File: config.mk
export PLATFORM = sky130hd
export DESIGN_NAME = wds_top
export DESIGN_NICKNAME = d
export VERILOG_FILES = /design/src/rtl/wds_pkg.sv /design/src/rtl/wds_top.sv /design/src/rtl/wds_prescaler.sv
export VERILOG_INCLUDE_DIRS = /design/src /design/src/rtl
export SDC_FILE = /design/constraint.sdc
export NUM_CORES = 1
export LEC_CHECK = 0
export BUFFER_PORTS_ARGS = -buffer_cell sky130_fd_sc_hd__buf_4
export CAP_MARGIN = 30
export CELL_PAD_IN_SITES_DETAIL_PLACEMENT = 1
export CELL_PAD_IN_SITES_GLOBAL_PLACEMENT = 2
export CORE_ASPECT_RATIO = 0.6
export CORE_MARGIN = 10
export CORE_UTILIZATION = 27
export CTS_CLUSTER_SIZE = 30
export DETAILED_ROUTE_END_ITERATION = 10
export PLACE_DENSITY_LB_ADDON = 0.1
export SLEW_MARGIN = 10
export SYNTH_ARGS = -nofsm -noshare
export SYNTH_HDL_FRONTEND = slang
export SYNTH_SLANG_ARGS = --single-unit
File: constraint.sdc
create_clock -name aclk -period 2 [get_ports aclk]
set_input_delay 0.2 -clock aclk [delete_from_list [all_inputs] [get_ports aclk]]
set_output_delay 0.2 -clock aclk [all_outputs]
set_load 0.005 [all_outputs]
File: src/rtl/wds_defines.svh
// Offsets, field positions, reset values and counts of the watchdog supervisor
`ifndef WDS_DEFINES_SVH
`define WDS_DEFINES_SVH
// Register byte offsets on the AXI4-Lite port
`define WDS_ADDR_W          8
`define WDS_OFS_CTRL        8'h00
`define WDS_OFS_COUNT       8'h04
`define WDS_OFS_STATE       8'h08
`define WDS_OFS_INT_STS     8'h0C
`define WDS_OFS_INT_CLR     8'h10
`define WDS_OFS_INT_EN      8'h14
// Control register fields and reset values
`define WDS_CTRL_PRESC_BIT  0
`define WDS_CTRL_RELOAD_LSB 8
`define WDS_CTRL_RELOAD_MSB 15
`define WDS_PRESC_RST       1'b0
`define WDS_RELOAD_RST      8'h00
// State register fields
`define WDS_ST_RUN_BIT      0
`define WDS_ST_OFF_BIT      1
`define WDS_ST_FIRED_BIT    2
`define WDS_ST_INIT_BIT     3
// Event bit positions in status, clear and enable registers
`define WDS_EV_W            4
`define WDS_EV_OVF          0
`define WDS_EV_SRV          1
`define WDS_EV_DIS_IGN      2
`define WDS_EV_EOI          3
// Prescaler ratios and counter limits
`define WDS_DIV_FAST        2
`define WDS_DIV_SLOW        128
`define WDS_CNT_W           16
`define WDS_CNT_MAX         16'hFFFF
`define WDS_CNT_RST         16'h0000
`define WDS_LOW_CLEAR       8'h00
// AXI responses
`define WDS_RESP_OKAY       2'h0
`define WDS_RESP_SLVERR     2'h2
`endif

File: src/rtl/wds_pkg.sv
// Types shared by the watchdog supervisor modules
package wds_pkg;
   // Instruction strobes from the CPU core, one cycle each
   typedef struct packed {
      logic service;
      logic wd_disable_instr;
      logic end_init;
   } wds_instr_s;

   // Event vector, ovf in bit 0
   typedef struct packed {
      logic eoi;
      logic dis_ign;
      logic srv;
      logic ovf;
   } wds_ev_s;

   // Watchdog states, one bit away from run on both exits
   typedef enum logic [1:0] {
      WD_RUN   = 2'h0,
      WD_OFF   = 2'h1,
      WD_FIRED = 2'h2
   } wds_state_e;
endpackage

File: src/rtl/wds_top.sv
// Watchdog supervisor with AXI4-Lite registers and interrupt
//
// The implementer's own choices: the address map and the AXI4-Lite slave port.
`timescale 1ns/1ns
`include "wds_defines.svh"
module wds_top import wds_pkg::*;
#(
   parameter int unsigned ADDR_W = `WDS_ADDR_W
)
(
   // Clock and reset
   input  wire logic              aclk,
   input  wire logic              aresetn,
   // AXI4-Lite write address
   input  wire logic [ADDR_W-1:0] s_axi_awaddr,
   input  wire logic [2:0]        s_axi_awprot,
   input  wire logic              s_axi_awvalid,
   output logic                   s_axi_awready,
   // AXI4-Lite write data and response
   input  wire logic [31:0]       s_axi_wdata,
   input  wire logic [3:0]        s_axi_wstrb,
   input  wire logic              s_axi_wvalid,
   output logic                   s_axi_wready,
   output logic [1:0]             s_axi_bresp,
   output logic                   s_axi_bvalid,
   input  wire logic              s_axi_bready,
   // AXI4-Lite read
   input  wire logic [ADDR_W-1:0] s_axi_araddr,
   input  wire logic [2:0]        s_axi_arprot,
   input  wire logic              s_axi_arvalid,
   output logic                   s_axi_arready,
   output logic [31:0]            s_axi_rdata,
   output logic [1:0]             s_axi_rresp,
   output logic                   s_axi_rvalid,
   input  wire logic              s_axi_rready,
   // Instruction strobes from the CPU core
   input  wds_instr_s             instr,
   // Reset outputs and interrupt
   output logic                   wd_reset_req,
   output logic                   reset_output_pin_n,
   output logic                   irq
);

   // Word decode shared by the read and write paths
   function automatic logic reg_hit(input logic [ADDR_W-1:0] addr,
                                    input logic [ADDR_W-1:0] ofs);
      reg_hit = (addr[ADDR_W-1:2] == ofs[ADDR_W-1:2]);
   endfunction

   // Write channel holding registers
   logic                  aw_have_q;
   logic [ADDR_W-1:0]     awaddr_q;
   logic                  w_have_q;
   logic [31:0]           wdata_q;
   logic [3:0]            wstrb_q;
   logic                  bvalid_q;
   logic [1:0]            bresp_q;
   // Read channel registers
   logic                  rvalid_q;
   logic [31:0]           rdata_q;
   logic [1:0]            rresp_q;
   logic [31:0]           rd_mux;
   logic                  rd_ok;
   // Software-visible settings
   logic                  presc_sel_q;
   logic [7:0]            reload_q;
   logic [`WDS_EV_W-1:0]  int_en_q;
   logic [`WDS_EV_W-1:0]  int_sts_q;
   logic [`WDS_EV_W-1:0]  int_sts_d;
   // Watchdog core
   wds_state_e            state_q;
   wds_state_e            state_d;
   logic                  init_done_q;
   logic [`WDS_CNT_W-1:0] cnt_q;
   logic [`WDS_CNT_W-1:0] cnt_d;
   logic                  rst_req_q;
   logic                  pin_low_q;
   logic                  tick;
   wds_ev_s               ev;

   // Handshakes: one write and one read in flight at most
   wire aw_fire  = s_axi_awvalid && s_axi_awready;
   wire w_fire   = s_axi_wvalid && s_axi_wready;
   wire ar_fire  = s_axi_arvalid && s_axi_arready;
   wire wr_fire  = aw_have_q && w_have_q;
   assign s_axi_awready = !aw_have_q && !bvalid_q;
   assign s_axi_wready  = !w_have_q && !bvalid_q;
   assign s_axi_arready = !rvalid_q;
   assign s_axi_bvalid  = bvalid_q;
   assign s_axi_bresp   = bresp_q;
   assign s_axi_rvalid  = rvalid_q;
   assign s_axi_rdata   = rdata_q;
   assign s_axi_rresp   = rresp_q;

   // Write decode; read-only registers take writes silently
   wire wr_ctrl   = wr_fire && reg_hit(awaddr_q, `WDS_OFS_CTRL);
   wire wr_clr    = wr_fire && reg_hit(awaddr_q, `WDS_OFS_INT_CLR);
   wire wr_en     = wr_fire && reg_hit(awaddr_q, `WDS_OFS_INT_EN);
   wire wr_mapped = reg_hit(awaddr_q, `WDS_OFS_CTRL)
                 || reg_hit(awaddr_q, `WDS_OFS_COUNT)
                 || reg_hit(awaddr_q, `WDS_OFS_STATE)
                 || reg_hit(awaddr_q, `WDS_OFS_INT_STS)
                 || reg_hit(awaddr_q, `WDS_OFS_INT_CLR)
                 || reg_hit(awaddr_q, `WDS_OFS_INT_EN);
   wire [`WDS_EV_W-1:0] clr_bits = (wr_clr && wstrb_q[0]) ?
                                   wdata_q[`WDS_EV_W-1:0] : '0;

   // Address and data may arrive in either order
   always_ff @(posedge aclk)
   begin
      if (!aresetn)
      begin
         aw_have_q <= 1'b0;
         w_have_q  <= 1'b0;
      end
      else
      begin
         aw_have_q <= wr_fire ? 1'b0 : (aw_have_q || aw_fire);
         w_have_q  <= wr_fire ? 1'b0 : (w_have_q || w_fire);
      end
   end

   // Captured write payload
   always_ff @(posedge aclk)
   begin
      if (!aresetn)
      begin
         awaddr_q <= '0;
         wdata_q  <= '0;
         wstrb_q  <= '0;
      end
      else
      begin
         if (aw_fire)
            awaddr_q <= s_axi_awaddr;
         if (w_fire)
         begin
            wdata_q <= s_axi_wdata;
            wstrb_q <= s_axi_wstrb;
         end
      end
   end

   // Write response held until taken
   always_ff @(posedge aclk)
   begin
      if (!aresetn)
      begin
         bvalid_q <= 1'b0;
         bresp_q  <= `WDS_RESP_OKAY;
      end
      else if (wr_fire)
      begin
         bvalid_q <= 1'b1;
         bresp_q  <= wr_mapped ? `WDS_RESP_OKAY : `WDS_RESP_SLVERR;
      end
      else if (s_axi_bready)
         bvalid_q <= 1'b0;
   end

   // Settings stay writable after end of init; reload applies at the next service, prescaler select and enables at once
   always_ff @(posedge aclk)
   begin
      if (!aresetn)
      begin
         presc_sel_q <= `WDS_PRESC_RST;
         reload_q    <= `WDS_RELOAD_RST;
         int_en_q    <= '0;
      end
      else
      begin
         if (wr_ctrl && wstrb_q[0])
            presc_sel_q <= wdata_q[`WDS_CTRL_PRESC_BIT];
         if (wr_ctrl && wstrb_q[1])
            reload_q <= wdata_q[`WDS_CTRL_RELOAD_MSB:`WDS_CTRL_RELOAD_LSB];
         if (wr_en && wstrb_q[0])
            int_en_q <= wdata_q[`WDS_EV_W-1:0];
      end
   end

   // Read mux
   always_comb
   begin
      rd_mux = '0;
      rd_ok  = 1'b1;
      if (reg_hit(s_axi_araddr, `WDS_OFS_CTRL))
      begin
         rd_mux[`WDS_CTRL_PRESC_BIT]                      = presc_sel_q;
         rd_mux[`WDS_CTRL_RELOAD_MSB:`WDS_CTRL_RELOAD_LSB] = reload_q;
      end
      else if (reg_hit(s_axi_araddr, `WDS_OFS_COUNT))
         rd_mux[`WDS_CNT_W-1:0] = cnt_q;
      else if (reg_hit(s_axi_araddr, `WDS_OFS_STATE))
      begin
         rd_mux[`WDS_ST_RUN_BIT]   = (state_q == WD_RUN);
         rd_mux[`WDS_ST_OFF_BIT]   = (state_q == WD_OFF);
         rd_mux[`WDS_ST_FIRED_BIT] = (state_q == WD_FIRED);
         rd_mux[`WDS_ST_INIT_BIT]  = init_done_q;
      end
      else if (reg_hit(s_axi_araddr, `WDS_OFS_INT_STS))
         rd_mux[`WDS_EV_W-1:0] = int_sts_q;
      else if (reg_hit(s_axi_araddr, `WDS_OFS_INT_CLR))
         rd_mux = '0;
      else if (reg_hit(s_axi_araddr, `WDS_OFS_INT_EN))
         rd_mux[`WDS_EV_W-1:0] = int_en_q;
      else
         rd_ok = 1'b0;
   end

   // Read data registered on the address handshake
   always_ff @(posedge aclk)
   begin
      if (!aresetn)
      begin
         rvalid_q <= 1'b0;
         rdata_q  <= '0;
         rresp_q  <= `WDS_RESP_OKAY;
      end
      else if (ar_fire)
      begin
         rvalid_q <= 1'b1;
         rdata_q  <= rd_mux;
         rresp_q  <= rd_ok ? `WDS_RESP_OKAY : `WDS_RESP_SLVERR;
      end
      else if (s_axi_rready)
         rvalid_q <= 1'b0;
   end

   // Counter clock enable
   wds_prescaler #(
      .DIV_W    (7),
      .DIV_FAST (`WDS_DIV_FAST),
      .DIV_SLOW (`WDS_DIV_SLOW)
   ) u_presc (
      .aclk     (aclk),
      .aresetn  (aresetn),
      .slow_sel (presc_sel_q),
      .tick     (tick)
   );

   // Events; a service in the overflow cycle counts as in time
   wire running = (state_q == WD_RUN);
   wire at_max  = (cnt_q == `WDS_CNT_MAX);
   assign ev.ovf     = running && tick && at_max && !instr.service;
   assign ev.srv     = instr.service;
   assign ev.dis_ign = instr.wd_disable_instr && init_done_q;
   assign ev.eoi     = instr.end_init && !init_done_q;
   wire   dis_ok     = instr.wd_disable_instr && !init_done_q;

   // Counter: service reloads the upper byte, clears the lower one
   // Full range /2 is 5.24 ms, reload FF at /2 is 20 us, 0 at /128 is
   // 336 ms, all at a 25 MHz system clock
   always_comb
   begin
      cnt_d = cnt_q;
      if (instr.service)
         cnt_d = {reload_q, `WDS_LOW_CLEAR};
      else if (running && tick)
         cnt_d = cnt_q + 1'b1;
   end

   // Watchdog state; only a chip reset brings it back to running
   always_comb
   begin
      state_d = state_q;
      case (state_q)
         WD_RUN:
         begin
            if (ev.ovf)
               state_d = WD_FIRED;
            else if (dis_ok)
               state_d = WD_OFF;
         end
         WD_OFF:   state_d = WD_OFF;
         WD_FIRED: state_d = WD_FIRED;
         default:  state_d = WD_RUN;
      endcase
   end

   // Core registers
   always_ff @(posedge aclk)
   begin
      if (!aresetn)
      begin
         state_q     <= WD_RUN;
         cnt_q       <= `WDS_CNT_RST;
         init_done_q <= 1'b0;
      end
      else
      begin
         state_q     <= state_d;
         cnt_q       <= cnt_d;
         init_done_q <= init_done_q || instr.end_init;
      end
   end

   // Reset pin held low from reset until end of init, and again on overflow
   always_ff @(posedge aclk)
   begin
      if (!aresetn)
      begin
         pin_low_q <= 1'b1;
         rst_req_q <= 1'b0;
      end
      else
      begin
         if (ev.ovf)
            pin_low_q <= 1'b1;
         else if (ev.eoi)
            pin_low_q <= 1'b0;
         if (ev.ovf)
            rst_req_q <= 1'b1;
      end
   end
   assign reset_output_pin_n = !pin_low_q;
   assign wd_reset_req       = rst_req_q;

   // Sticky status; a new event beats a clear in the same cycle
   assign int_sts_d = (int_sts_q & ~clr_bits) | ev;
   always_ff @(posedge aclk)
   begin
      if (!aresetn)
         int_sts_q <= '0;
      else
         int_sts_q <= int_sts_d;
   end
   assign irq = |(int_sts_q & int_en_q);

endmodule

File: src/rtl/wds_prescaler.sv
// Selectable divide-by-2 or divide-by-128 tick generator
`timescale 1ns/1ns
`include "wds_defines.svh"
module wds_prescaler import wds_pkg::*;
#(
   parameter int unsigned DIV_W    = 7,
   parameter int unsigned DIV_FAST = `WDS_DIV_FAST,
   parameter int unsigned DIV_SLOW = `WDS_DIV_SLOW
)
(
   // Clock and reset
   input  wire logic aclk,
   input  wire logic aresetn,
   // Ratio select and output enable pulse
   input  wire logic slow_sel,
   output logic      tick
);
   logic [DIV_W-1:0] cnt_q;
   logic [DIV_W-1:0] cnt_d;
   wire  [DIV_W-1:0] last_val;
   wire              wrap;

   // Compare with >= so a ratio change mid-count never skips the wrap
   assign last_val = slow_sel ? DIV_W'(DIV_SLOW - 1) : DIV_W'(DIV_FAST - 1);
   assign wrap     = (cnt_q >= last_val);
   assign cnt_d    = wrap ? '0 : cnt_q + 1'b1;
   assign tick     = wrap;

   // Free-running divider
   always_ff @(posedge aclk)
   begin
      if (!aresetn)
         cnt_q <= '0;
      else
         cnt_q <= cnt_d;
   end
endmodule

==> results.py, run 1 <==
metrics = {
    "pwr": {
        "swShare_pct": 28.75,
        "ir_worst_vdd_mv": 0.3250,
        "p_sw_mw": 1.221,
        "internal_power_mw": 3.027,
        "leakage_nw": 2.006,
        "finalPower_mw": 4.248,
        "p_per_area_nw_per_um2": 827.3,
        "p_comb_share_pct": 18.7,
        "clock_power_share_pct": 36.3,
        "seqPwrFrac_pct": 45.0,
    },
    "final_layout": {
        "drive_gt1_share_pct": 23.15,
        "syn_to_final_growth_pct": 28.17,
        "final_util_pct": 35.40,
        "n_fill_cell": 1711,
        "final_nets": 624,
        "final_cells": 751,
        "diodes": 0,
    },
    "floorplanning": {
        "num_rows": 34,
        "start_util_pct": 27.62,
        "dieArea_sq_um": 20270,
        "die_h_um": 114.4,
        "core_area_sq_um": 14510,
        "ioPinCount": 112,
        "dieWidth_um": 177.3,
    },
    "logic_synthesis": {
        "yosysUniqueCellTypes": 55,
        "ys_warn_count": 0,
        "yosysMostFrequentCell": "dfxtp_1",
        "postSynthCellCount": 469,
        "syn_area_per_cell_sq_um": 8.542,
        "ys_top_cells_by_count": "87 x dfxtp_1, 62 x nand2_1, 50 x nor2_1",
        "async_reset_ff_share_pct": 0,
        "seq_area_frac_synth_pct": 43.47,
        "netlist.area_leader.share_pct": 43.47,
        "ys_ff_latch": 87,
        "synth_edf_count": 0,
        "yosysTopAreaCell": "dfxtp_1",
        "synth.area.top_cells": "dfxtp_1 43%, a21oi_1 6.1%, nand2_1 5.8%, nor2_1 4.7%, buf_4 3.7%",
        "ys.flop_type": "dfxtp_1",
        "syn-cell-area_sq_um": 4006,
    },
    "sta": {
        "fin_ws_ps": -0.8549,
        "skew_ps": 7.042,
        "max_freq_ghz": 0.4998,
        "layout_worst_path_cycle_share_pct": 100.0,
        "final_max_slew_viol_count": 0,
        "setup_viol": 1,
        "fin_crit_ps": 2001,
        "worst_pin_slew_ps": 574.2,
        "rsz0062_at_grt": "yes",
        "slew_headroom_pct": 61.63,
        "final-hold-violation-count": 0,
        "whs_ps": 42.57,
    },
    "setup_path": {
        "critPathLaunchType": "flip-flop",
        "required_ps": 2270,
        "reg2reg_from": "presc_sel_q",
        "cp_cell_sequence": "inv_6, ha_4, nand4bb_4, a211oi_4, buf_6, o211ai_4, or4_1, a31oi_1",
        "max_stage_delay_ps": 410,
        "cp.arrival_ps": 2270,
        "path_class": "reg2reg",
        "end_kind": "flip-flop",
        "slowest_stage": "or4_1",
        "cp_max_fo": 7,
        "worstSetupStartpoint": "presc_sel_q",
    },
    "global_routing": {
        "grt-ovfl-total": 0,
        "grtUsageTotal_pct": 12.20,
        "grt_pass1_wl_mm": 20.09,
        "grt_max_degree": 26,
        "antenna_found_initial": 0,
        "grt_pass1_vias": 3748,
    },
    "hold_path": {
        "min_path_type": "in2reg",
        "hp-start": "s_axi_rready",
    },
    "drt": {
        "firstDrtPassIters": 4,
        "wl_met2_mm": 5.139,
        "highest_layer": "met4",
        "wire_per_inst_um": 16.02,
        "wirelength_mm": 12.03,
        "drtAntennaViolNets": 0,
        "met1_length_mm": 6.224,
        "drc": 0,
        "vias": 3550,
        "drt_iter0_drc": 127,
        "vias_per_cell": 4.727,
        "met3_length_um": 613,
    },
    "cts": {
        "cts_tree": "yes",
        "clkSinkCount": 87,
        "cts.reportedPaths.clkPinSlew_ps": 60,
        "htreeDepth": 3,
        "clock_path_buffers": 2,
        "clkLatencyLatePin_ps": 340,
        "cts_made_buffers": 9,
        "ctsRootBufferMaster": "clkbuf_16",
    },
    "status": {
        "status": "finished with violations",
        "violations": "setup timing",
    },
    "place": {
        "dpl.hpwl_mm": 9.170,
        "place_ws_ps": -130.9,
        "dp.cells": 734,
        "gp_congestion": 0.7657,
        "portBuffers": 61,
    },
    "flow_run": {
        "cap_violations": 0,
    },
}
through the flow:
step	instance area [sq um]	setup TNS (ps)
after floorplan	4070	0
after global placement	4768	-314.0
after detailed placement	4768	-451.3
after CTS	5097	-5.270
after global routing	5135	-651.8
final	5135	-0.8549
metal layers:
| metal | vias to the layer above | global-route usage [%] |
|---|---|---|
| li1 | 1773 | - |
| met1 | 1706 | 16.82 |
| met2 | 64 | 18.32 |
| met3 | 7 | 3.755 |
| met4 | 0 | 2.489 |
| met5 | - | 0 |
worst max-delay path: cells and delay by family, from the launching register on:
| family | cells | cell delay (ps) |
|---|---|---|
| flops | 1 | 350 |
| buf+inv | 2 | 230 |
| fa+ha+maj | 1 | 290 |
| compound gates | 3 | 500 |
| simple gates | 2 | 560 |
cell type report:
| class | count | area (sq um) | share of cell area (%) |
|---|---|---|---|
| well taps | 198 | 247.7 | 4.825 |
| clock buffers | 10 | 229.0 | 4.459 |
| clock inverters | 6 | 37.54 | 0.7310 |
| multi-input cells | 351 | 2140 | 41.67 |
| inverters | 8 | 35.03 | 0.6823 |
| flip-flops and latches | 87 | 1743 | 33.94 |
| repair buffers | 91 | 703.2 | 13.69 |
cell usage in the layout, fill, tap and decap left out, drive strengths merged, types with 2 or more instances in the layout:
master and count:
xnor2 3, nand3b 2, a22oi 7, clkinvlp 3, clkbuf 10, and2 3, buf 91, conb 18
xor2 12, a31oi 5, a21oi 50, nor2 50, o21a 2, o21ai 19, inv 8, nand2b 7
and3 8, nand3 20, a211oi 6, clkinv 3, ha 8, mux2i 10, nand2 62, dfxtp 87
a221oi 8, o2111ai 7, nor4 3, or3 5, nor3 15, nor2b 4
cells by family after synthesis:
logic type / synth area share [%]
buffers and inverters: 6.683
adder cells (fa/ha/maj): 2.499
other: 0.09360
XOR/XNOR: 3.279
flip-flops: 43.47
multiplexers: 2.499
AND/OR/NAND/NOR: 22.89
AO/OA/AOI/OAI: 18.58
state kept, by name (all words and copies together), names as in the netlist, 2 cells and up:
name	cells
cnt_q	16
u_presc.cnt_q	7
s_axi_rdata	16
reload_q	8
wdata_q	12
state_q	2
awaddr_q	6
int_en_q	4
int_sts_q	4
wstrb_q	2
timing repair:
action	4_1_cts	5_1_grt
endpoints found under the setup margin	20	19
hold buffers	0	0
gates resized for setup	9	6
buffers inserted	0	1
pin swaps	3	6
power by group through the flow:
stage / logic, mW / registers (mW) / clock network [mW]
2_1_floorplan: 0.443 / 1.93 / 0
3_3_place_gp: 0.743 / 1.94 / 0
3_5_place_dp: 0.763 / 1.95 / 0
4_1_cts: 0.794 / 1.91 / 1.59
5_1_grt: 0.888 / 1.93 / 1.68
6_report: 0.792 / 1.91 / 1.54
worst paths after layout:
path                    end  slack [ps]  cells after the start
max               cnt_q[14]        -0.9                      8
min            s_axi_rvalid          40                      2
max reg2reg       cnt_q[14]        -0.9                      8
min reg2reg  s_axi_rdata[7]         450                      2
No activity file was read; power rests on OpenSTA's default activity.
==> run 2, diff against run 1 <==
Settings changed: SLEW_MARGIN 10 to 40.
Clock period 2 ns to 1.69 ns, I/O delays scaled along.
==> run 2 against run 1 <==
The run still ends with setup timing left. Setup slack got worse by 250 ps. Combinational power rose by 21%. Flip-flop and latch count stayed put. Non-clock buffer count increased by 23. Sequential power rose by 18%. Clock skew increased by 1.7 ps. Die area stayed put. Fmax is 3.1% higher.
==> results.py, run 2 (same netlist as run 1, synthesis figures left out) <==
metrics = {
    "setup_path": {
        "required_ps": 1960,
        "end_kind": "flip-flop",
        "cp_max_fo": 7,
        "reg2reg_depth": 8,
        "reg2reg_from": "presc_sel_q",
        "r2r_slack_ps": -250,
        "critPathLaunchType": "flip-flop",
        "timing.rr.end": "cnt_q[14]",
        "path_class": "reg2reg",
        "cp.arrival_ps": 2210,
    },
    "sta": {
        "rsz0062_at_grt": "yes",
        "layout_worst_path_cycle_share_pct": 114.8,
        "fin_ws_ps": -249.8,
        "max_freq_ghz": 0.5155,
        "setup-tns-final_ps": -3267,
        "whs_ps": 40.28,
        "skew_ps": 8.699,
        "final-hold-violation-count": 0,
        "fin_crit_ps": 1940,
        "final_max_slew_viol_count": 0,
        "setup_viol": 21,
    },
    "global_routing": {
        "grt_pass1_wl_mm": 20.62,
        "grt_max_degree": 32,
        "antenna_found_initial": 0,
        "grt-ovfl-total": 0,
        "grtUsageTotal_pct": 12.72,
        "grt_pass1_vias": 3892,
    },
    "place": {
        "place_area_sq_um": 4972,
        "gp_congestion": 0.7846,
        "place_ws_ps": -316.7,
        "dpl.hpwl_mm": 9.576,
        "portBuffers": 61,
    },
    "final_layout": {
        "multiInputGateArea_sq_um": 2212,
        "final_nets": 647,
        "syn_to_final_growth_pct": 35.38,
        "seqCellArea_sq_um": 1745,
        "final_cell_mix": "109 x buf_4, 84 x dfxtp_1, 59 x nand2_1, 48 x nor2_1, 47 x a21oi_1",
        "diodes": 0,
        "n_fill_cell": 1708,
        "fin_area_sq_um": 5424,
        "drive_gt1_share_pct": 28.82,
        "final_common_cell": "buf_4",
    },
    "floorplanning": {
        "dieWidth_um": 177.3,
        "dieArea_sq_um": 20270,
        "num_rows": 34,
        "die_h_um": 114.4,
        "start_util_pct": 27.62,
        "core_area_sq_um": 14510,
        "ioPinCount": 112,
    },
    "flow_run": {
        "cap_violations": 0,
    },
    "pwr": {
        "leakage_nw": 2.157,
        "finalPower_mw": 5.173,
        "p_per_area_nw_per_um2": 953.8,
        "ir_worst_vdd_mv": 0.4428,
    },
    "cts": {
        "clkLatencyLatePin_ps": 340,
        "clkSinkCount": 87,
        "htreeDepth": 3,
        "cts_made_buffers": 9,
        "clock_path_buffers": 2,
        "cts_tree": "yes",
        "cts.reportedPaths.clkPinSlew_ps": 70,
        "ctsRootBufferMaster": "clkbuf_16",
    },
    "hold_path": {
        "hp-start": "instr[0]",
        "hold_depth": 3,
        "hold_end": "init_done_q",
        "min_path_type": "in2reg",
    },
    "drt": {
        "drtAntennaViolNets": 0,
        "firstDrtPassIters": 4,
        "drt_iter0_drc": 123,
        "wire_per_inst_um": 16.07,
        "drc": 0,
        "vias": 3682,
        "vias_per_cell": 4.757,
        "wirelength_mm": 12.44,
    },
    "status": {
        "status": "finished with violations",
        "violations": "setup timing",
    },
}
==> run 2: cell count changes in the layout (fill, tap and decap cells not counted), sizes merged <==
cell,previous run,this run
clkinvlp,3,1
dlygate4sd3,0,1
inv,8,10
buf,91,113
==> run 2: per-layer routing <==
layer,vias to the layer above,wire length [um],part of all wire [%],global-route usage [%]
met5,-,0,0,0
met1,1796,6333,51,17.09
met4,0,88,0.71,2.821
li1,1814,-,-,-
met2,66,5328,43,19.52
met3,6,689,5.5,3.953
==> run 2: layout make-up <==
cell class                      instances  area share [%]
Sequential cell                        87           32.18
Clock buffer                           10           4.406
Tap cell                              198           4.567
Multi-Input combinational cell        351           40.78
Timing Repair Buffer                  114           16.42
Inverter                                8          0.6459
Clock inverter                          6          0.9919
==> run 2: worst max path at each step <==
stage | start | end | slack (ps) | cells after the start
after CTS | presc_sel_q | cnt_q[14] | -260 | 8
after global routing | presc_sel_q | cnt_q[14] | -380 | 8
final | presc_sel_q | cnt_q[14] | -250 | 8
after global placement | presc_sel_q | cnt_q[14] | -250 | 8
after floorplan | presc_sel_q | state_q[0] | -200 | 8
after detailed placement | presc_sel_q | cnt_q[14] | -320 | 8
==> run 2: what timing repair did <==
item | in CTS | in global routing
setup endpoints to repair | 30 | 37
cloned | 0 | 0
setup buffers | 1 | 1
hold buffers | 1 | 0
pin swaps | 6 | 5
endpoints found under the hold margin | 1 | 0
gates resized for setup | 15 | 11
==> run 2: power breakdown <==
group	total, mW	internal [mW]	switching (mW)
logic	0.956	0.431	0.525
clock network	1.97	1.06	0.905
registers	2.25	2.16	0.0884
total	5.17	3.66	1.52
==> run 2: per-stage QoR <==
step	instances	util (%)
3_5_place_dp	755	34.28
6_report	774	37.39
4_1_cts	773	37.07
3_3_place_gp	755	34.28
2_1_floorplan	486	-
5_1_grt	774	37.39
==> run 2: worst max-delay path, stage by stage, from the launching register on <==
cell and delay (ps):
dfxtp_2 360, inv_6 60, ha_4 280, buf_4 120, a21oi_4 60, o22ai_4 290, o211ai_4 140, or4_1 410
a31oi_1 130
